===== config.mk =====
export PLATFORM = sky130hd
export DESIGN_NAME = light_sensor_i2c_command_port
export DESIGN_NICKNAME = d
export VERILOG_FILES = /design/src/core/integ_engine.v /design/src/core/light_sensor_i2c_command_port.v
export VERILOG_INCLUDE_DIRS = /design/src /design/src/core
export SDC_FILE = /design/constraint.sdc
export NUM_CORES = 1
export LEC_CHECK = 0
export BUFFER_PORTS_ARGS = -buffer_cell sky130_fd_sc_hd__buf_2
export CAP_MARGIN = 5
export CORE_MARGIN = 1.5
export CORE_UTILIZATION = 45
export CTS_BUF_LIST = sky130_fd_sc_hd__clkbuf_4
export DETAILED_ROUTE_END_ITERATION = 10
export PLACE_DENSITY = 0.67
export SETUP_SLACK_MARGIN = 0.5
export SYNTH_ARGS = -nofsm -noshare
export SYNTH_HDL_FRONTEND = slang
export SYNTH_HIERARCHICAL = 1
export SYNTH_SLANG_ARGS = --single-unit

===== constraint.sdc =====
create_clock -name clk -period 6.3 [get_ports clk]
set_input_delay 0 -clock clk [delete_from_list [all_inputs] [get_ports clk]]
set_output_delay 0 -clock clk [all_outputs]
set_load 0.01 [all_outputs]

===== src/core/light_sensor_consts.vh =====
`ifndef LIGHT_SENSOR_CONSTS_VH
`define LIGHT_SENSOR_CONSTS_VH
// target address: fixed upper nibble, low three bits from the select pins
`define ADDR_UPPER 4'h8
// command codes
`define CMD_PWRDN 8'h8C
`define CMD_RESET 8'h0C
`define CMD_INT_MAIN 8'h00
`define CMD_INT_DARK 8'h04
`define CMD_INT_DIFF 8'h08
`define CMD_EXT_MAIN 8'h30
`define CMD_EXT_DARK 8'h34
`define CMD_EXT_DIFF 8'h38
`define CMD_TEST_BIT 7
`define CMD_RESET_VAL 8'h0C
// channel field of a conversion command
`define CHAN_LSB 2
`define CHAN_MAIN 2'h0
`define CHAN_DARK 2'h1
`define CHAN_DIFF 2'h2
// result byte order on a read
`define OFS_RES_LO 3'h0
`define OFS_RES_HI 3'h1
`define OFS_CNT_LO 3'h2
`define OFS_CNT_HI 3'h3
`define RD_BYTES_INT 3'h2
`define RD_BYTES_EXT 3'h4
// oscillator cycles in one self-timed integration period (32768)
`define INT_PERIOD_LAST 16'h7FFF
`endif


===== src/core/integ_engine.v =====
`default_nettype none
`include "light_sensor_consts.vh"
module integ_engine (
	input wire clk, // system clock
	input wire rst_n, // async reset, active low
	input wire osc_tick, // one-cycle pulse per oscillator cycle
	input wire conv_pulse, // one-cycle pulse per charge-balance packet
	input wire exec_stb, // execute the command below
	input wire [7:0] cmd, // command to execute
	output reg power_down, // converter powered down
	output wire channel_dark, // analog front end integrates dark diode
	output wire busy, // integration running
	output reg [15:0] sensor_result_value, // latched sensor reading
	output reg [15:0] integration_count_value // latched oscillator count
);
	reg run_r;
	reg ext_r;
	reg [1:0] chan_r;
	reg phase_r;
	reg [15:0] osc_cnt_r;
	reg [15:0] per_cnt_r;
	reg [15:0] acc_r;
	wire [1:0] cmd_chan = cmd[`CHAN_LSB+1:`CHAN_LSB];
	wire is_int = (cmd == `CMD_INT_MAIN) || (cmd == `CMD_INT_DARK) || (cmd == `CMD_INT_DIFF);
	wire is_ext = (cmd == `CMD_EXT_MAIN) || (cmd == `CMD_EXT_DARK) || (cmd == `CMD_EXT_DIFF);
	// in external difference mode the front end chops between diodes per oscillator cycle
	assign channel_dark = (chan_r == `CHAN_DARK) ||
		((chan_r == `CHAN_DIFF) && (ext_r ? osc_cnt_r[0] : ~phase_r));
	assign busy = run_r;
	wire subtract = (chan_r == `CHAN_DIFF) && channel_dark;
	wire [15:0] acc_nxt = !conv_pulse ? acc_r :
		subtract ? acc_r - 16'h0001 : acc_r + 16'h0001;
	wire [15:0] osc_nxt = osc_tick ? osc_cnt_r + 16'h0001 : osc_cnt_r;
	always @(posedge clk or negedge rst_n) begin
		if (!rst_n) begin
			run_r <= 1'b0;
			ext_r <= 1'b0;
			chan_r <= `CHAN_MAIN;
			phase_r <= 1'b0;
			osc_cnt_r <= 16'h0000;
			per_cnt_r <= 16'h0000;
			acc_r <= 16'h0000;
			power_down <= 1'b0;
			sensor_result_value <= 16'h0000;
			integration_count_value <= 16'h0000;
		end else if (exec_stb) begin
			power_down <= 1'b0;
			if (cmd == `CMD_PWRDN) begin
				power_down <= 1'b1;
				run_r <= 1'b0;
			end else if (cmd == `CMD_RESET) begin
				acc_r <= 16'h0000;
				osc_cnt_r <= 16'h0000;
				per_cnt_r <= 16'h0000;
				run_r <= 1'b0;
			end else if (is_int || is_ext) begin
				if (is_ext && ext_r && run_r) begin
					sensor_result_value <= acc_nxt;
					integration_count_value <= osc_nxt;
				end
				acc_r <= 16'h0000;
				osc_cnt_r <= 16'h0000;
				per_cnt_r <= 16'h0000;
				phase_r <= (cmd_chan != `CHAN_DIFF);
				run_r <= 1'b1;
				ext_r <= is_ext;
				chan_r <= cmd_chan;
			end
		end else if (run_r) begin
			acc_r <= acc_nxt;
			osc_cnt_r <= osc_nxt;
			if (osc_tick && !ext_r) begin
				if (per_cnt_r == `INT_PERIOD_LAST) begin
					per_cnt_r <= 16'h0000;
					if (!phase_r) begin
						phase_r <= 1'b1;
					end else begin
						sensor_result_value <= acc_nxt;
						integration_count_value <= osc_nxt;
						run_r <= 1'b0;
					end
				end else begin
					per_cnt_r <= per_cnt_r + 16'h0001;
				end
			end
		end
	end
endmodule
`default_nettype wire


===== src/core/light_sensor_i2c_command_port.v =====
`default_nettype none
`include "light_sensor_consts.vh"
// Overview of operation
// - one 8-bit command register, behaviour fixed until it is rewritten
// - address is binary 1000 plus three select pins
// - each written data byte replaces the command and takes effect at once
// - no sub-address; no byte is ever taken as a register index
// - command starts a conversion; results update only when it completes
// - reads during a conversion return the previous stored result
// - address-only write re-executes the stored command
// - read order: result low, result high, count low, count high
// - self-timed modes offer only two bytes, then the device stops sending
// - 8C powers down the converter; any other command wakes it
// - 0C clears result counter and oscillator count
// - 00/04/08 self-timed main, dark, or main minus dark
// - self-timed conversions are timed internally, nominally 110 ms
// - 30/34/38 externally timed with the same channels
// - each external command latches results if an external conversion is running, and restarts; spaced 1-100 ms
// - byte with top bit set is a loopback read back on reads
// - oscillator drives a 16-bit counter captured at integration end
// - counter bytes offered only in externally timed modes
// - receiver pulls data low during the acknowledge clock
// - self-timed difference mode integrates dark first, then main, doubling the time
// - a self-timed period is exactly 32768 oscillator cycles
module light_sensor_i2c_command_port (
	input wire clk, // 125 MHz system clock
	input wire rst_n, // async reset, active low
	input wire scl_in, // bus clock pin level
	input wire sda_in, // bus data pin level
	output wire sda_out, // data pin drive value, always low
	output reg sda_oe_n, // data pin enable, low while pulling low
	input wire addr_select_bit0, // address pin 0
	input wire addr_select_bit1, // address pin 1
	input wire addr_select_bit2, // address pin 2
	input wire osc_in, // internal oscillator clock
	input wire conv_pulse_in, // charge-balance converter pulses
	output wire adc_power_down, // converter powered down
	output wire photodiode_dark_sel, // front end integrates dark diode
	output wire conversion_busy, // integration running
	output reg [7:0] command_value // current command register
);
	localparam ST_IDLE = 3'h0;
	localparam ST_ADDR = 3'h1;
	localparam ST_AACK = 3'h2;
	localparam ST_WDATA = 3'h3;
	localparam ST_WACK = 3'h4;
	localparam ST_RDATA = 3'h5;
	localparam ST_RACK = 3'h6;
	localparam NSYNC = 7;

	wire [NSYNC-1:0] raw_in = {conv_pulse_in, osc_in, addr_select_bit2, addr_select_bit1,
		addr_select_bit0, sda_in, scl_in};
	reg [NSYNC-1:0] meta_r;
	reg [NSYNC-1:0] sync_r;
	reg [NSYNC-1:0] prev_r;
	genvar g;
	generate
		for (g = 0; g < NSYNC; g = g + 1) begin : g_sync
			always @(posedge clk or negedge rst_n) begin
				if (!rst_n) begin
					meta_r[g] <= 1'b1;
					sync_r[g] <= 1'b1;
					prev_r[g] <= 1'b1;
				end else begin
					meta_r[g] <= raw_in[g];
					sync_r[g] <= meta_r[g];
					prev_r[g] <= sync_r[g];
				end
			end
		end
	endgenerate

	wire scl = sync_r[0];
	wire sda = sync_r[1];
	wire [2:0] addr_pins = sync_r[4:2];
	wire scl_rise = scl & ~prev_r[0];
	wire scl_fall = ~scl & prev_r[0];
	wire start_cond = scl & prev_r[0] & ~sda & prev_r[1];
	wire stop_cond = scl & prev_r[0] & sda & ~prev_r[1];
	wire osc_tick = sync_r[5] & ~prev_r[5];
	wire conv_tick = sync_r[6] & ~prev_r[6];
	wire [6:0] my_addr = {`ADDR_UPPER, addr_pins};

	reg [2:0] state_r;
	reg [3:0] bit_cnt_r;
	reg [7:0] shift_r;
	reg [7:0] tx_r;
	reg rw_r;
	reg hit_r;
	reg got_byte_r;
	reg master_ack_r;
	reg [2:0] byte_idx_r;
	reg exec_r;
	reg [15:0] snap_res_r;
	reg [15:0] snap_cnt_r;
	wire [15:0] sensor_result_value;
	wire [15:0] integration_count_value;

	assign sda_out = 1'b0;

	wire ext_mode = (command_value == `CMD_EXT_MAIN) || (command_value == `CMD_EXT_DARK) ||
		(command_value == `CMD_EXT_DIFF);
	wire loopback = command_value[`CMD_TEST_BIT];
	wire [2:0] avail = ext_mode ? `RD_BYTES_EXT : `RD_BYTES_INT;

	// result byte for a given position of the read burst
	function [7:0] rd_byte;
		input [2:0] idx;
		begin
			if (loopback) begin
				rd_byte = command_value;
			end else begin
				case (idx)
					`OFS_RES_LO: rd_byte = snap_res_r[7:0];
					`OFS_RES_HI: rd_byte = snap_res_r[15:8];
					`OFS_CNT_LO: rd_byte = snap_cnt_r[7:0];
					`OFS_CNT_HI: rd_byte = snap_cnt_r[15:8];
					default: rd_byte = 8'hFF;
				endcase
			end
		end
	endfunction

	wire [2:0] next_idx = byte_idx_r + 3'h1;
	wire [7:0] first_byte = rd_byte(`OFS_RES_LO);
	wire [7:0] next_byte = rd_byte(next_idx);

	always @(posedge clk or negedge rst_n) begin
		if (!rst_n) begin
			state_r <= ST_IDLE;
			bit_cnt_r <= 4'h0;
			shift_r <= 8'h00;
			tx_r <= 8'h00;
			rw_r <= 1'b0;
			hit_r <= 1'b0;
			got_byte_r <= 1'b0;
			master_ack_r <= 1'b0;
			byte_idx_r <= 3'h0;
			exec_r <= 1'b0;
			sda_oe_n <= 1'b1;
			command_value <= `CMD_RESET_VAL;
			snap_res_r <= 16'h0000;
			snap_cnt_r <= 16'h0000;
		end else begin
			exec_r <= 1'b0;
			if (start_cond) begin
				state_r <= ST_ADDR;
				bit_cnt_r <= 4'h0;
				hit_r <= 1'b0;
				got_byte_r <= 1'b0;
				sda_oe_n <= 1'b1;
			end else if (stop_cond) begin
				if (hit_r && !rw_r && !got_byte_r) begin
					exec_r <= 1'b1;
				end
				hit_r <= 1'b0;
				state_r <= ST_IDLE;
				sda_oe_n <= 1'b1;
			end else if (scl_rise) begin
				case (state_r)
					ST_ADDR, ST_WDATA: begin
						shift_r <= {shift_r[6:0], sda};
						bit_cnt_r <= bit_cnt_r + 4'h1;
					end
					ST_RACK: master_ack_r <= ~sda;
					default: ;
				endcase
			end else if (scl_fall) begin
				case (state_r)
					ST_ADDR: begin
						if (bit_cnt_r == 4'h8) begin
							if (shift_r[7:1] == my_addr) begin
								hit_r <= 1'b1;
								rw_r <= shift_r[0];
								sda_oe_n <= 1'b0;
								state_r <= ST_AACK;
								snap_res_r <= sensor_result_value;
								snap_cnt_r <= integration_count_value;
							end else begin
								state_r <= ST_IDLE;
							end
						end
					end
					ST_AACK: begin
						bit_cnt_r <= 4'h0;
						if (rw_r) begin
							byte_idx_r <= `OFS_RES_LO;
							tx_r <= first_byte;
							sda_oe_n <= first_byte[7];
							bit_cnt_r <= 4'h1;
							state_r <= ST_RDATA;
						end else begin
							sda_oe_n <= 1'b1;
							state_r <= ST_WDATA;
						end
					end
					ST_WDATA: begin
						if (bit_cnt_r == 4'h8) begin
							command_value <= shift_r;
							exec_r <= 1'b1;
							got_byte_r <= 1'b1;
							sda_oe_n <= 1'b0;
							state_r <= ST_WACK;
						end
					end
					ST_WACK: begin
						sda_oe_n <= 1'b1;
						bit_cnt_r <= 4'h0;
						state_r <= ST_WDATA;
					end
					ST_RDATA: begin
						if (bit_cnt_r == 4'h8) begin
							sda_oe_n <= 1'b1;
							state_r <= ST_RACK;
						end else begin
							sda_oe_n <= tx_r[7 - bit_cnt_r[2:0]];
							bit_cnt_r <= bit_cnt_r + 4'h1;
						end
					end
					ST_RACK: begin
						if (master_ack_r && (next_idx < avail)) begin
							byte_idx_r <= next_idx;
							tx_r <= next_byte;
							sda_oe_n <= next_byte[7];
							bit_cnt_r <= 4'h1;
							state_r <= ST_RDATA;
						end else begin
							sda_oe_n <= 1'b1;
							state_r <= ST_IDLE;
						end
					end
					default: state_r <= ST_IDLE;
				endcase
			end
		end
	end

	integ_engine u_engine (
		.clk(clk),
		.rst_n(rst_n),
		.osc_tick(osc_tick),
		.conv_pulse(conv_tick),
		.exec_stb(exec_r),
		.cmd(command_value),
		.power_down(adc_power_down),
		.channel_dark(photodiode_dark_sel),
		.busy(conversion_busy),
		.sensor_result_value(sensor_result_value),
		.integration_count_value(integration_count_value)
	);
endmodule
`default_nettype wire


==> metrics.log, run 1 <==
INFO  metric p_total = 2.172 mW
INFO  metric tns = 0 ps
INFO  metric period_minus_slack = 3536 ps
INFO  metric fin_cells = 1,231
INFO  metric drt_wl_total = approximately 21 mm
INFO  metric final_core_util = 0.4864
INFO  metric critical_path.cell_chain = and2_1 -> o21ai_0 -> buf_4 -> inv_1 -> ha_1 -> nand4_1 -> a21o_1 -> a2111oi_1 -> o211ai_1 -> a2111oi_0 -> a211o_1
INFO  metric ys.warnings.count = 6
INFO  metric placeableCoreArea = about 21,000 sq um
INFO  metric rr_endpoint = u_engine/acc_r[15]
INFO  metric ys.flop_type = sky130_fd_sc_hd__dfrtp_1
INFO  metric avgRoutedWirePerCell = 16.99 um
INFO  metric grt_setup_unrepaired = false
INFO  metric gp_congestion = 0.8511
INFO  metric final_antenna_net_count = 0
INFO  metric powerDensity = 213.1 nW/um^2
INFO  metric placed_cell_area = 9852 sq um
INFO  metric route.vias.total = 7,035
INFO  metric critPathTopFamily = compound AO/OA/AOI/OAI gates
INFO  metric cts-buffers-inserted = 17
INFO  metric drive_above_1_share = 0.1771
INFO  metric finalSetupViolCount = 0
INFO  metric cts_num_sinks = 176
INFO  metric synth.cell_area = roughly 9600 sq um
INFO  metric critical_path.reg2reg.startpoint = u_engine/ext_r
INFO  metric area_of_the_multi_input_gates = 4847 sq um
INFO  metric synthToLayoutAreaGrowth = 6.413%
INFO  metric grt_max_degree = 109
INFO  metric boundaryPins = 22
INFO  metric grt_overflow = 0
INFO  metric placement.setup.worst_slack = 2810 ps
INFO  metric timing.fmax = about 0.28 GHz
INFO  metric worst_hold_path.num_cells = 2
INFO  metric worst_hold_path.endpoint = meta_r[1]
INFO  metric worst_path_max_delay_cell = sky130_fd_sc_hd__a2111oi_1
INFO  metric total_of_fill_cells_in_the_finished_design = slightly below 2,000
INFO  metric synth.net_count = 969
INFO  metric worstSetupPathType = flop to flop
INFO  metric dieHeight = approximately 150 um
INFO  metric ff_to_ff_path_depth = 11
INFO  metric final_max_slew_viol_count = 0
INFO  metric place.port_buffers = 20
INFO  metric synth.ff_latch_count = 176
INFO  metric post-route-cell-area = 10,190 sq um
INFO  metric number_of_detailed_routing_iterations_run_before_antenna_repair = 5
INFO  metric timing.critical_path.slowest_cell_delay = approximately 530 ps
INFO  metric htree_levels = 4
INFO  metric die_x = 148.9 um
INFO  metric dpl_hpwl = 14.20 mm
INFO  metric hold_wc_startpoint = sda_in
INFO  metric total_count_of_hold_check_failures_in_the_final_report = 0
INFO  metric postSynthCellCount = between 900 and 1,000
INFO  metric layout.nets = 979
INFO  metric postSynthAreaPerCell = 10.29 sq um
INFO  metric fin_hold_ws = 70.45 ps
INFO  metric slew_headroom = 0.3153
INFO  metric reg2reg_slack = 2760 ps
INFO  metric wire_length_of_the_first_global_routing_pass = 35.10 mm
INFO  metric worst_setup_path_end_kind = flop
INFO  metric synth-edff-count = 0
INFO  metric grt_pass1_vias = roughly 6,700
INFO  metric grt_usage = 0.1995
INFO  metric cts_root_buffer = sky130_fd_sc_hd__clkbuf_4
INFO  metric skew = around 28 ps
INFO  metric placed_cells = 1,189
INFO  metric p_leak = about 4.5 nW
INFO  metric cap_violations = 0
INFO  metric kind_of_start_point_of_the_critical_path = flop
INFO  metric start_util = 0.4571
INFO  metric ff_latch_area = around 4400 sq um
INFO  metric async_reset_ff_frac = 1.000
INFO  metric worst-endpoint-arrival = approximately 4000 ps
INFO  metric cts_tree = yes
INFO  metric clkLatencyLatePin = 560 ps
INFO  metric clockBufferDepth = 2
INFO  metric die_area = around 22,000 sq um
INFO  metric critPathRequiredTime = between 6000 and 7000 ps
INFO  metric placement_rows = 53
INFO  metric cts.clk_slew.worst_paths = 160 ps
INFO  metric final.period_utilization = 0.5612
INFO  metric cp.buffers_inverters = 2
INFO  metric final_critical_path_setup_slack = 2764 ps
INFO  metric timing_worst_slew_pin_value = 1019 ps
INFO  metric outcome = completed
INFO  metric ir_worst_vdd = approximately 0.086 mV
INFO  metric via_density_per_instance = 5.715
INFO  metric timing.hold.worst.class = input pin to flop
INFO  metric drc_errors = 0
INFO  metric first_iter_violations = 617
INFO  metric worst-path-max-fanout = 15
INFO  metric ys_types = 84
INFO  metric ys_seq_area_frac = 0.4625
INFO  metric grt_antenna_before_repair = 1
## Yosys cell counts (5+ instances only)
master / count / area [sq um]
sky130_fd_sc_hd__a222oi_1: 7 / 70.07
sky130_fd_sc_hd__clkbuf_1: 26 / 97.59
sky130_fd_sc_hd__o21ai_0: 84 / 420.4
sky130_fd_sc_hd__nor2b_1: 23 / 143.9
sky130_fd_sc_hd__buf_2: 11 / 55.05
sky130_fd_sc_hd__nand2b_1: 10 / 62.56
sky130_fd_sc_hd__o21a_1: 13 / 97.59
sky130_fd_sc_hd__nand4_1: 8 / 50.05
sky130_fd_sc_hd__nand2_1: 97 / 364.1
sky130_fd_sc_hd__a221o_1: 7 / 70.07
sky130_fd_sc_hd__nor2_1: 59 / 221.5
sky130_fd_sc_hd__nand3b_1: 5 / 37.54
sky130_fd_sc_hd__a22o_1: 6 / 52.55
sky130_fd_sc_hd__a21o_1: 9 / 67.56
sky130_fd_sc_hd__a21oi_1: 57 / 285.3
sky130_fd_sc_hd__mux2_2: 22 / 247.7
sky130_fd_sc_hd__dfstp_2: 21 / 551.8
sky130_fd_sc_hd__and2_1: 6 / 37.54
sky130_fd_sc_hd__nor3_1: 17 / 85.08
sky130_fd_sc_hd__mux2i_1: 12 / 120.1
sky130_fd_sc_hd__and3_1: 8 / 50.05
sky130_fd_sc_hd__o21ai_1: 12 / 60.06
sky130_fd_sc_hd__a211oi_1: 5 / 37.54
sky130_fd_sc_hd__mux2_4: 39 / 585.6
sky130_fd_sc_hd__xor2_1: 11 / 96.34
sky130_fd_sc_hd__a31oi_1: 18 / 112.6
sky130_fd_sc_hd__inv_1: 20 / 75.07
sky130_fd_sc_hd__dfrtp_1: 155 / 3879
sky130_fd_sc_hd__nand3_1: 21 / 105.1
sky130_fd_sc_hd__ha_1: 28 / 350.3
sky130_fd_sc_hd__o31ai_1: 11 / 82.58
sky130_fd_sc_hd__xnor2_1: 13 / 113.9
## registers in the layout, indices dropped and copies added, names as in the netlist, 16 cells and up
name,cells
u_engine/acc_r,16
u_engine/osc_cnt_r,16
u_engine/sensor_result_value,16
snap_res_r,16
u_engine/per_cnt_r,16
snap_cnt_r,16
u_engine/integration_count_value,16
## worst register-to-register path: stages, from the launching register on
cell	delay, ps
sky130_fd_sc_hd__dfrtp_1	460
sky130_fd_sc_hd__and2_1	180
sky130_fd_sc_hd__o21ai_0	150
sky130_fd_sc_hd__buf_4	160
sky130_fd_sc_hd__inv_1	240
sky130_fd_sc_hd__ha_1	510
sky130_fd_sc_hd__nand4_1	140
sky130_fd_sc_hd__a21o_1	210
sky130_fd_sc_hd__a2111oi_1	530
sky130_fd_sc_hd__o211ai_1	230
sky130_fd_sc_hd__a2111oi_0	520
sky130_fd_sc_hd__a211o_1	160
## layout make-up
cell class                      instances  share of cell area
Multi-Input combinational cell        691              0.4755
Clock buffer                           19             0.01399
Tap cell                              275             0.03375
Sequential cell                       176              0.4346
Timing Repair Buffer                   34             0.02271
Inverter                               21            0.007733
Clock inverter                         13             0.01117
Antenna cell                            2           0.0004910
## routing by layer
metal  global-route usage  wire (um)  vias to the layer above  part of all wire
li1                     -          -                     3437                 -
met1               0.2857      10210                     3445              0.49
met2               0.3104       9617                      138              0.46
met3              0.03670        833                       15             0.040
met4              0.05446        250                        0             0.012
met5                    0          0                        -                 0
## power breakdown
group / internal, mW / total [mW] / switching, mW
Sequential: 1.18 / 1.25 / 0.0707
Clock: 0.206 / 0.606 / 0.400
Combinational: 0.127 / 0.316 / 0.190
Total: 1.51 / 2.17 / 0.661
## cell families after synthesis
logic type,count (synthesis),share of synthesized area
flip-flops,176,0.4625
multiplexers,75,0.1042
AO/OA/AOI/OAI,272,0.1820
other,1,0.0003915
XOR/XNOR,24,0.02194
AND/OR/NAND/NOR,290,0.1586
buffers and inverters,64,0.03174
adder cells (fa/ha/maj),29,0.03866
## what timing repair did
| item | in CTS | in global routing |
|---|---|---|
| endpoints found under the hold margin | 96 | 0 |
| resized for setup | 0 | 0 |
| setup buffers | 0 | 0 |
| hold buffers | 8 | 0 |
## cell usage in the layout, fill, tap and decap left out, drive strengths merged, types with 9 or more instances in the layout
| master | instances |
|---|---|
| a21o | 9 |
| a21oi | 61 |
| a31oi | 18 |
| buf | 26 |
| clkbuf | 19 |
| clkinv | 10 |
| dfrtp | 155 |
| dfstp | 21 |
| ha | 28 |
| inv | 22 |
| mux2 | 61 |
| mux2i | 12 |
| nand2 | 98 |
| nand2b | 10 |
| nand3 | 22 |
| nand4 | 9 |
| nor2 | 62 |
| nor2b | 23 |
| nor3 | 17 |
| o21a | 13 |
| o21ai | 97 |
| o31ai | 11 |
| xnor2 | 13 |
| xor2 | 11 |
## worst max-delay path by stage
stage / to / cells after the start / start / slack, ps
2_1_floorplan: u_engine/acc_r[15] / 10 / u_engine/ext_r / 3200
3_3_place_gp: u_engine/acc_r[15] / 11 / u_engine/ext_r / 2940
3_5_place_dp: u_engine/acc_r[15] / 11 / u_engine/ext_r / 2810
4_1_cts: u_engine/acc_r[15] / 11 / u_engine/ext_r / 2790
5_1_grt: u_engine/acc_r[15] / 11 / u_engine/ext_r / 2550
6_report: u_engine/acc_r[15] / 11 / u_engine/ext_r / 2760
Note: power is estimated with default switching activity, not from simulation.
==> run 2, diff against run 1 <==
--- a/config.mk
+++ b/config.mk
@@ -6,13 +6,14 @@
 export SDC_FILE = /design/constraint.sdc
 export NUM_CORES = 1
 export LEC_CHECK = 0
+export ABC_AREA = 1
 export BUFFER_PORTS_ARGS = -buffer_cell sky130_fd_sc_hd__buf_2
 export CAP_MARGIN = 5
 export CORE_MARGIN = 1.5
 export CORE_UTILIZATION = 45
 export CTS_BUF_LIST = sky130_fd_sc_hd__clkbuf_4
 export DETAILED_ROUTE_END_ITERATION = 10
-export PLACE_DENSITY = 0.67
+export PLACE_DENSITY = 0.69
 export SETUP_SLACK_MARGIN = 0.5
 export SYNTH_ARGS = -nofsm -noshare
 export SYNTH_HDL_FRONTEND = slang
==> constraint.sdc (replaced) <==
create_clock -name clk -period 2.9 [get_ports clk]
set_input_delay 0 -clock clk [delete_from_list [all_inputs] [get_ports clk]]
set_output_delay 0 -clock clk [all_outputs]
set_load 0.01 [all_outputs]
==> run 2 against run 1 <==
Critical path depth is 5 higher. Clock power is 110% higher. Cell area rose by 4.6%. Flip-flop and latch count stayed put. Setup slack got worse by 2100 ps. Synthesized cell count is 37% higher. Final cell count grew 30%. Largest cell class unchanged.
==> metrics.log, run 2 <==
INFO  metric outcome = completed
INFO  metric timing.fmax = 0.4382 GHz (+55%)
INFO  metric via_density_per_instance = 5.071 (-11%)
INFO  metric die_area = 22,480 sq um (+1.4%)
INFO  metric cts_root_buffer = sky130_fd_sc_hd__clkbuf_4
INFO  metric power.combinational.fraction = 0.088 (-0.058)
INFO  metric start_util = 0.4608 (+0.003652)
INFO  metric synthToLayoutAreaGrowth = 9.734%
INFO  metric postSynthAreaPerCell = 7.597 sq um (-26%)
INFO  metric final_core_util = 0.5056 (+0.01919)
INFO  metric drc_errors = 0 (unchanged)
INFO  metric placeableCoreArea = 21,090 sq um (+0.63%)
INFO  metric async_reset_ff_frac = 1.000 (unchanged)
INFO  metric power.share.switching = 0.2893 (-0.01484)
INFO  metric worst-endpoint-arrival = 2770 ps (-1260 ps)
INFO  metric synth.cell_area = 9717 sq um (+1.4%)
INFO  metric final_antenna_net_count = 0 (unchanged)
INFO  metric post-route-cell-area = 10,660 sq um (+4.6%)
INFO  metric final.period_utilization = 0.7869 (+0.2257)
INFO  metric dpl_hpwl = 15.52 mm (+9.3%)
INFO  metric drt_wl_total = 22.30 mm (+6.6%)
INFO  metric final_max_slew_viol_count = 0 (unchanged)
INFO  metric die_x = 149.9 um (+0.70%)
INFO  metric timing_worst_slew_pin_value = 538.8 ps (-480.4 ps)
INFO  metric synth.net_count = 1,317 (+36%)
INFO  metric first_iter_violations = 454 (-26%)
INFO  metric layout.nets = 1,344 (+37%)
INFO  metric gp_congestion = 0.8982 (+5.5%)
INFO  metric tns = 0 ps (unchanged)
INFO  metric boundaryPins = 22 (unchanged)
INFO  metric cts_num_sinks = 176 (unchanged)
INFO  metric layout_common_cells = 440 x sky130_fd_sc_hd__nand2_1, 155 x sky130_fd_sc_hd__dfrtp_1, 135 x sky130_fd_sc_hd__inv_1, 125 x sky130_fd_sc_hd__nand3_1, 84 x sky130_fd_sc_hd__nor2_1
INFO  metric htree_levels = 4 (unchanged)
INFO  metric clkLatencyLatePin = 580 ps (+20 ps)
INFO  metric synth-edff-count = 0 (unchanged)
INFO  metric drive_above_1_share = 0.1296 (-0.04751)
INFO  metric ys.warnings.count = 6 (unchanged)
INFO  metric sequentialPowerShare = 0.613 (+0.038)
INFO  metric wire_length_of_the_first_global_routing_pass = 37.79 mm (+7.7%)
INFO  metric cp.buffers_inverters = 3 (+1)
INFO  metric power_switching = 1.240 mW (+88%)
INFO  metric worst-path-max-fanout = 16 (+1)
INFO  metric hold_wc_startpoint = sda_in
INFO  metric rr_endpoint = u_engine/sensor_result_value[12]
INFO  metric p_int = 3.046 mW (+100%)
INFO  metric cap_violations = 0 (unchanged)
INFO  metric synth.ff_latch_count = 176 (unchanged)
INFO  metric final_critical_path_setup_slack = 618.0 ps (-2146 ps)
INFO  metric worst_path_max_delay_cell = sky130_fd_sc_hd__dfrtp_1
INFO  metric grt_pass1_vias = 7,821 (+17%)
INFO  metric postSynthCellCount = 1,279 (+37%)
INFO  metric post-synth-top-count-cell = sky130_fd_sc_hd__nand2_1
INFO  metric total_of_fill_cells_in_the_finished_design = 2,028 (+3.8%)
INFO  metric synth_area_leaders = sky130_fd_sc_hd__dfrtp_1 40%, sky130_fd_sc_hd__nand2_1 17%, sky130_fd_sc_hd__nand3_1 6.5%
INFO  metric ys_seq_area_frac = 0.4560 (-0.006551)
INFO  metric p_leak = 5.352 nW (+18%)
INFO  metric grt_max_degree = 66 (-39%)
INFO  metric powerDensity = 402.0 nW/um^2 (+89%)
INFO  metric cts_tree = yes
INFO  metric slew_headroom = 0.6404 (+0.3251)
INFO  metric placed_cells = 1,546 (+30%)
INFO  metric critPathMostFrequentCell = sky130_fd_sc_hd__nand2_1
INFO  metric grt_antenna_before_repair = 1 (unchanged)
INFO  metric timing.hold.worst.class = input pin to flop
INFO  metric number_of_detailed_routing_iterations_run_before_antenna_repair = 5 (unchanged)
INFO  metric critPathRequiredTime = 3380 ps (-3410 ps)
INFO  metric clockBufferDepth = 2 (unchanged)
INFO  metric skew = 23.64 ps (-4.271 ps)
INFO  metric synth_top_cell_area_share = 0.3992 (-0.005735)
INFO  metric grt_overflow = 0 (unchanged)
INFO  metric critical_path.cell_chain = inv_1 -> nand2_1 -> nand3_2 -> clkinvlp_4 -> buf_12 -> fa_2 -> nand3_1 -> nand2_1 -> nand2_1 -> nand2_1 -> nand2_1 -> nand2_1 -> nand2_1 -> nand3_1 -> nand3_1 -> nand2_1
INFO  metric critPathTopFamily = simple AND/OR/NAND/NOR gates
INFO  metric ys.flop_type = sky130_fd_sc_hd__dfrtp_1
INFO  metric cts-buffers-inserted = 17 (unchanged)
INFO  metric placement_rows = 53 (unchanged)
INFO  metric most_frequent_standard_cell_in_the_layout_excluding_fill_and_tap_cells = sky130_fd_sc_hd__nand2_1
INFO  metric avgRoutedWirePerCell = 13.98 um (-18%)
INFO  metric reg2reg_slack = 620 ps (-2150 ps)
INFO  metric ff_to_ff_path_depth = 16 (+5)
INFO  metric worst_hold_path.endpoint = meta_r[1]
INFO  metric finalSetupViolCount = 0 (unchanged)
INFO  metric timing.critical_path.slowest_cell_delay = 450 ps (-80 ps)
INFO  metric fin_cells = 1,595 (+30%)
INFO  metric dieHeight = 149.9 um (+0.70%)
INFO  metric grt_usage = 0.2105 (+0.01100)
INFO  metric ir_worst_vdd = 0.1952 mV (+130%)
INFO  metric ys_types = 42 (-50%)
INFO  metric placed_cell_area = 10,010 sq um (+1.6%)
INFO  metric worst_hold_path.num_cells = 2 (unchanged)
INFO  metric placement.setup.worst_slack = 288.2 ps (-2522 ps)
INFO  metric synth.cells.most_frequent = 448 x sky130_fd_sc_hd__nand2_1, 155 x sky130_fd_sc_hd__dfrtp_1, 137 x sky130_fd_sc_hd__inv_1, 126 x sky130_fd_sc_hd__nand3_1, 85 x sky130_fd_sc_hd__nor2_1
INFO  metric post-synth-top-area-cell = sky130_fd_sc_hd__dfrtp_1
INFO  metric grt_setup_unrepaired = false
INFO  metric place.port_buffers = 20 (unchanged)
INFO  metric cts.clk_slew.worst_paths = 150 ps (about the same)
INFO  metric clkPwrFrac = 0.299 (+0.020)
INFO  metric worst_setup_path_end_kind = flop
INFO  metric period_minus_slack = 2282 ps (-1254 ps)
INFO  metric worstSetupPathType = flop to flop
INFO  metric route.vias.total = 8,088 (+15%)
INFO  metric total_count_of_hold_check_failures_in_the_final_report = 0 (unchanged)
INFO  metric kind_of_start_point_of_the_critical_path = flop
INFO  metric critical_path.reg2reg.startpoint = u_engine/osc_cnt_r[0]
==> run 2: metal layers <==
layer / GRT usage / part of all wire
met5: 0 / 0
met3: 0.04055 / 0.035
met2: 0.3335 / 0.46
met1: 0.2935 / 0.48
met4: 0.05833 / 0.017
==> run 2: worst max-delay path by stage <==
| stage | from | cells past startpoint | slack, ps | endpoint |
|---|---|---|---|---|
| after floorplan | u_engine/osc_cnt_r[0] | 14 | 740 | u_engine/acc_r[14] |
| after global placement | u_engine/osc_cnt_r[0] | 13 | 420 | u_engine/sensor_result_value[7] |
| after detailed placement | u_engine/osc_cnt_r[0] | 13 | 290 | u_engine/sensor_result_value[7] |
| after CTS | byte_idx_r[0] | 12 | 510 | tx_r[5] |
| after global routing | u_engine/osc_cnt_r[0] | 16 | 490 | u_engine/sensor_result_value[12] |
| final | u_engine/osc_cnt_r[0] | 16 | 620 | u_engine/sensor_result_value[12] |
==> run 2: final cells by class <==
class | count | area (sq um) | share of cell area
antenna | 1 | 2.502 | 0.0002347
clock buffer | 18 | 135.1 | 0.01267
clock inverter | 14 | 110.1 | 0.01033
inverter | 144 | 549.3 | 0.05151
multi-input combinational | 918 | 4677 | 0.4386
sequential | 176 | 4431 | 0.4155
tap | 275 | 344.1 | 0.03227
timing repair buffer | 49 | 414.1 | 0.03884
==> run 2: kinds of logic after synthesis <==
| family | after synthesis | synth area share |
|---|---|---|
| AO/OA/AOI/OAI | 143 | 0.08409 |
| XOR/XNOR | 29 | 0.02614 |
| adder cells (fa/ha/maj) | 29 | 0.03812 |
| buffers and inverters | 185 | 0.08434 |
| flip-flops | 176 | 0.4560 |
| other | 1 | 0.0003859 |
| AND/OR/NAND/NOR | 716 | 0.3110 |
==> run 2: power groups by stage <==
stage          sequential [mW]  combinational (mW)  clock [mW]
2_1_floorplan             2.64               0.265           0
3_3_place_gp              2.67               0.358           0
3_5_place_dp              2.67               0.364           0
4_1_cts                   2.63               0.378        1.33
5_1_grt                   2.64               0.443        1.42
6_report                  2.63               0.377        1.28
==> run 2: what timing repair did <==
item,in CTS,in global routing
pin swaps,0,1
setup endpoints to repair,44,47
hold endpoints to repair,175,4
hold buffers,10,4
setup buffers,1,1
gates resized for setup,4,38
==> run 2: through the flow <==
stage,hold WS (ps),power [mW]
global placement,30.92,3.028
detailed placement,30.91,3.035
floorplan,-295.6,2.904
global route,2.839,4.504
finish,62.68,4.286
CTS,2.553,4.333
==> run 3, diff against run 2 <==
--- a/config.mk
+++ b/config.mk
@@ -6,14 +6,14 @@
 export SDC_FILE = /design/constraint.sdc
 export NUM_CORES = 1
 export LEC_CHECK = 0
-export ABC_AREA = 1
+export ABC_AREA = 0
 export BUFFER_PORTS_ARGS = -buffer_cell sky130_fd_sc_hd__buf_2
 export CAP_MARGIN = 5
 export CORE_MARGIN = 1.5
 export CORE_UTILIZATION = 45
 export CTS_BUF_LIST = sky130_fd_sc_hd__clkbuf_4
 export DETAILED_ROUTE_END_ITERATION = 10
-export PLACE_DENSITY = 0.69
+export PLACE_DENSITY = 0.67
 export SETUP_SLACK_MARGIN = 0.5
 export SYNTH_ARGS = -nofsm -noshare
 export SYNTH_HDL_FRONTEND = slang
==> constraint.sdc (replaced) <==
create_clock -name clk -period 2.1 [get_ports clk]
set_input_delay 0 -clock clk [delete_from_list [all_inputs] [get_ports clk]]
set_output_delay 0 -clock clk [all_outputs]
set_load 0.01 [all_outputs]
==> run 3 against run 2 <==
The flow now finishes with violations (DRC, setup timing). Sequential share of layout area fell by 8.3 points. Hold slack got worse by 2.6 ps. Power rose by 73%. Critical path type unchanged. Critical endpoint is now u_engine/acc_r[15]. Highest routed layer unchanged.
==> metrics.log, run 3 (synthesis results as in run 1) <==
INFO  metric outcome = finished, violations left
INFO  metric violated_checks = DRC, setup timing
INFO  metric grt_max_degree = 65 (-1.5%)
INFO  metric grt_antenna_before_repair = 1 (unchanged)
INFO  metric critPathCapture = u_engine/acc_r[15]
INFO  metric htree_levels = 4 (unchanged)
INFO  metric placed_cells = 1,324 (-14%)
INFO  metric worst-path-max-fanout = 8 (-8)
INFO  metric via_density_per_instance = 5.584 (+10%)
INFO  metric number_of_detailed_routing_iterations_run_before_antenna_repair = 10 (+5)
INFO  metric powerDensity = 555.2 nW/um^2 (+38%)
INFO  metric timing_worst_slew_pin_value = 615.1 ps (+76.26 ps)
INFO  metric slew_headroom = 0.5899 (-0.05045)
INFO  metric p_int = 5.098 mW (+67%)
INFO  metric finalSetupViolCount = 95 (+95)
INFO  metric clkPwrFrac = 0.274 (-0.025)
INFO  metric final_antenna_net_count = 0 (unchanged)
INFO  metric cts-buffers-inserted = 17 (unchanged)
INFO  metric critical_path.reg2reg.startpoint = u_engine/ext_r
INFO  metric ff_to_ff_path_depth = 10 (-6)
INFO  metric p_leak = 5.841 nW (+9.1%)
INFO  metric most_frequent_standard_cell_in_the_layout_excluding_fill_and_tap_cells = sky130_fd_sc_hd__dfrtp_1
INFO  metric layout.nets = 1,182 (-12%)
INFO  metric final.period_utilization = 1.338 (+0.5514)
INFO  metric die_area = 22,170 sq um (-1.4%)
INFO  metric hold_wc_startpoint = addr_select_bit0
INFO  metric cts_tree = yes
INFO  metric clockBufferDepth = 2 (unchanged)
INFO  metric avgRoutedWirePerCell = 18.09 um (+29%)
INFO  metric final_critical_path_setup_slack = -710.3 ps (-1328 ps)
INFO  metric dpl_hpwl = 16.85 mm (+8.6%)
INFO  metric power.share.switching = 0.3115 (+0.02223)
INFO  metric route.vias.total = 8,002 (-1.1%)
INFO  metric boundaryPins = 22 (unchanged)
INFO  metric cap_violations = 0 (unchanged)
INFO  metric worstSetupPathType = flop to flop
INFO  metric layout_common_cells = 147 x sky130_fd_sc_hd__dfrtp_1, 143 x sky130_fd_sc_hd__buf_4, 73 x sky130_fd_sc_hd__nand2_1, 60 x sky130_fd_sc_hd__mux2_4, 55 x sky130_fd_sc_hd__o21ai_1
INFO  metric gp_congestion = 0.8644 (-3.8%)
INFO  metric drc_errors = 2 (+2)
INFO  metric p_total = 7.404 mW (+73%)
INFO  metric final_max_slew_viol_count = 0 (unchanged)
INFO  metric drt_wl_total = 25.92 mm (+16%)
INFO  metric fin_cells = 1,433 (-10%)
INFO  metric critPathRequiredTime = 2560 ps (-820 ps)
INFO  metric cts_num_sinks = 176 (unchanged)
INFO  metric total_of_fill_cells_in_the_finished_design = 1,623 (-20%)
INFO  metric drive_above_1_share = 0.4771 (+0.3475)
INFO  metric die_x = 148.9 um (-0.70%)
INFO  metric synthToLayoutAreaGrowth = 39.22%
INFO  metric wire_length_of_the_first_global_routing_pass = 41.15 mm (+8.9%)
INFO  metric kind_of_start_point_of_the_critical_path = flop
INFO  metric reg2reg_slack = -710 ps (-1330 ps)
INFO  metric timing.hold.worst.class = input pin to flop
INFO  metric clkLatencyLatePin = 570 ps (about the same)
INFO  metric start_util = 0.4571 (-0.003652)
INFO  metric grt_setup_unrepaired = true
INFO  metric worst-endpoint-arrival = 3270 ps (+500 ps)
INFO  metric startpoint = u_engine/ext_r
INFO  metric final_core_util = 0.6364 (+0.1308)
INFO  metric tns = -19,030 ps (-19,030 ps)
INFO  metric grt_usage = 0.2336 (+0.02315)
INFO  metric cts_root_buffer = sky130_fd_sc_hd__clkbuf_4
INFO  metric skew = 31.74 ps (+8.104 ps)
INFO  metric placement_rows = 53 (unchanged)
INFO  metric cts.clk_slew.worst_paths = 170 ps (+20 ps)
INFO  metric rr_endpoint = u_engine/acc_r[15]
INFO  metric total_count_of_hold_check_failures_in_the_final_report = 0 (unchanged)
INFO  metric grt_pass1_vias = 7,939 (+1.5%)
INFO  metric placeableCoreArea = 20,960 sq um (-0.63%)
INFO  metric sequentialPowerShare = 0.499 (-0.114)
INFO  metric power_switching = 2.307 mW (+86%)
INFO  metric power.combinational.fraction = 0.228 (+0.140)
INFO  metric ir_worst_vdd = 0.3603 mV (+85%)
INFO  metric first_iter_violations = 480 (+5.7%)
INFO  metric period_minus_slack = 2810 ps (+528.3 ps)
INFO  metric dieHeight = 148.9 um (-0.70%)
INFO  metric place.port_buffers = 20 (unchanged)
INFO  metric worst_setup_path_end_kind = flop
INFO  metric grt_overflow = 0 (unchanged)
INFO  metric timing.fmax = 0.3558 GHz (-19%)
==> run 3: layout make-up <==
| class | instances | area [sq um] | area share |
|---|---|---|---|
| Clock buffer | 19 | 142.6 | 0.01070 |
| Antenna cell | 1 | 2.502 | 0.0001876 |
| Clock inverter | 13 | 153.9 | 0.01154 |
| Timing Repair inverter | 1 | 8.758 | 0.0006567 |
| Timing Repair Buffer | 236 | 2146 | 0.1609 |
| Sequential cell | 176 | 4441 | 0.3330 |
| Inverter | 21 | 106.4 | 0.007975 |
| Tap cell | 275 | 344.1 | 0.02580 |
| Multi-Input combinational cell | 691 | 5992 | 0.4493 |
==> run 3: routing by layer <==
metal / vias to the layer above / GRT usage / routed length [um]
li1: 3829 / - / -
met1: 4011 / 0.3179 / 11830
met2: 140 / 0.3926 / 13100
met3: 22 / 0.03639 / 701
met4: 0 / 0.05396 / 283
met5: - / 0 / 0
==> run 3: timing repair <==
action	4_1_cts	5_1_grt
hold endpoints to repair	172	0
hold buffers	10	0
setup endpoints to repair	158	160
gates resized for setup	143	108
cloned	4	1
pin swaps	58	52
buffers inserted	40	21
==> run 3: worst max-delay path, cell delays in order, from the launching register on <==
cell and delay, ps:
sky130_fd_sc_hd__dfrtp_1 430, sky130_fd_sc_hd__and2_4 150, sky130_fd_sc_hd__o21ai_4 230, sky130_fd_sc_hd__bufinv_16 250
sky130_fd_sc_hd__ha_4 280, sky130_fd_sc_hd__nand4_1 140, sky130_fd_sc_hd__a21o_1 220, sky130_fd_sc_hd__a2111oi_4 340
sky130_fd_sc_hd__o211ai_1 190, sky130_fd_sc_hd__and4b_2 280, sky130_fd_sc_hd__a211o_1 210
==> run 3: worst min path at each step <==
stage          cells past startpoint      endpoint  slack [ps]
2_1_floorplan                      0  bit_cnt_r[0]        -300
3_3_place_gp                       1    got_byte_r          30
3_5_place_dp                       1    shift_r[0]          30
4_1_cts                            2     meta_r[3]          10
5_1_grt                            2     meta_r[5]           7
6_report                           2     meta_r[2]          60
==> run 3: stage by stage <==
stage | instance area, sq um | hold WS, ps | setup WS (ps)
2_1_floorplan | 10110 | -295.6 | -593.9
3_3_place_gp | 11390 | 33.22 | -684.3
3_5_place_dp | 11390 | 30.72 | -802.2
4_1_cts | 12680 | 13.96 | -693.7
5_1_grt | 13340 | 6.512 | -873.1
6_report | 13340 | 60.08 | -710.3
==> run 3: power groups by stage <==
stage / Combinational [mW] / Sequential (mW) / Clock [mW]
floorplan: 0.812 / 3.71 / 0
global placement: 1.19 / 3.75 / 0
detailed placement: 1.21 / 3.76 / 0
CTS: 1.46 / 3.68 / 2.10
global route: 1.82 / 3.71 / 2.22
finish: 1.69 / 3.69 / 2.03
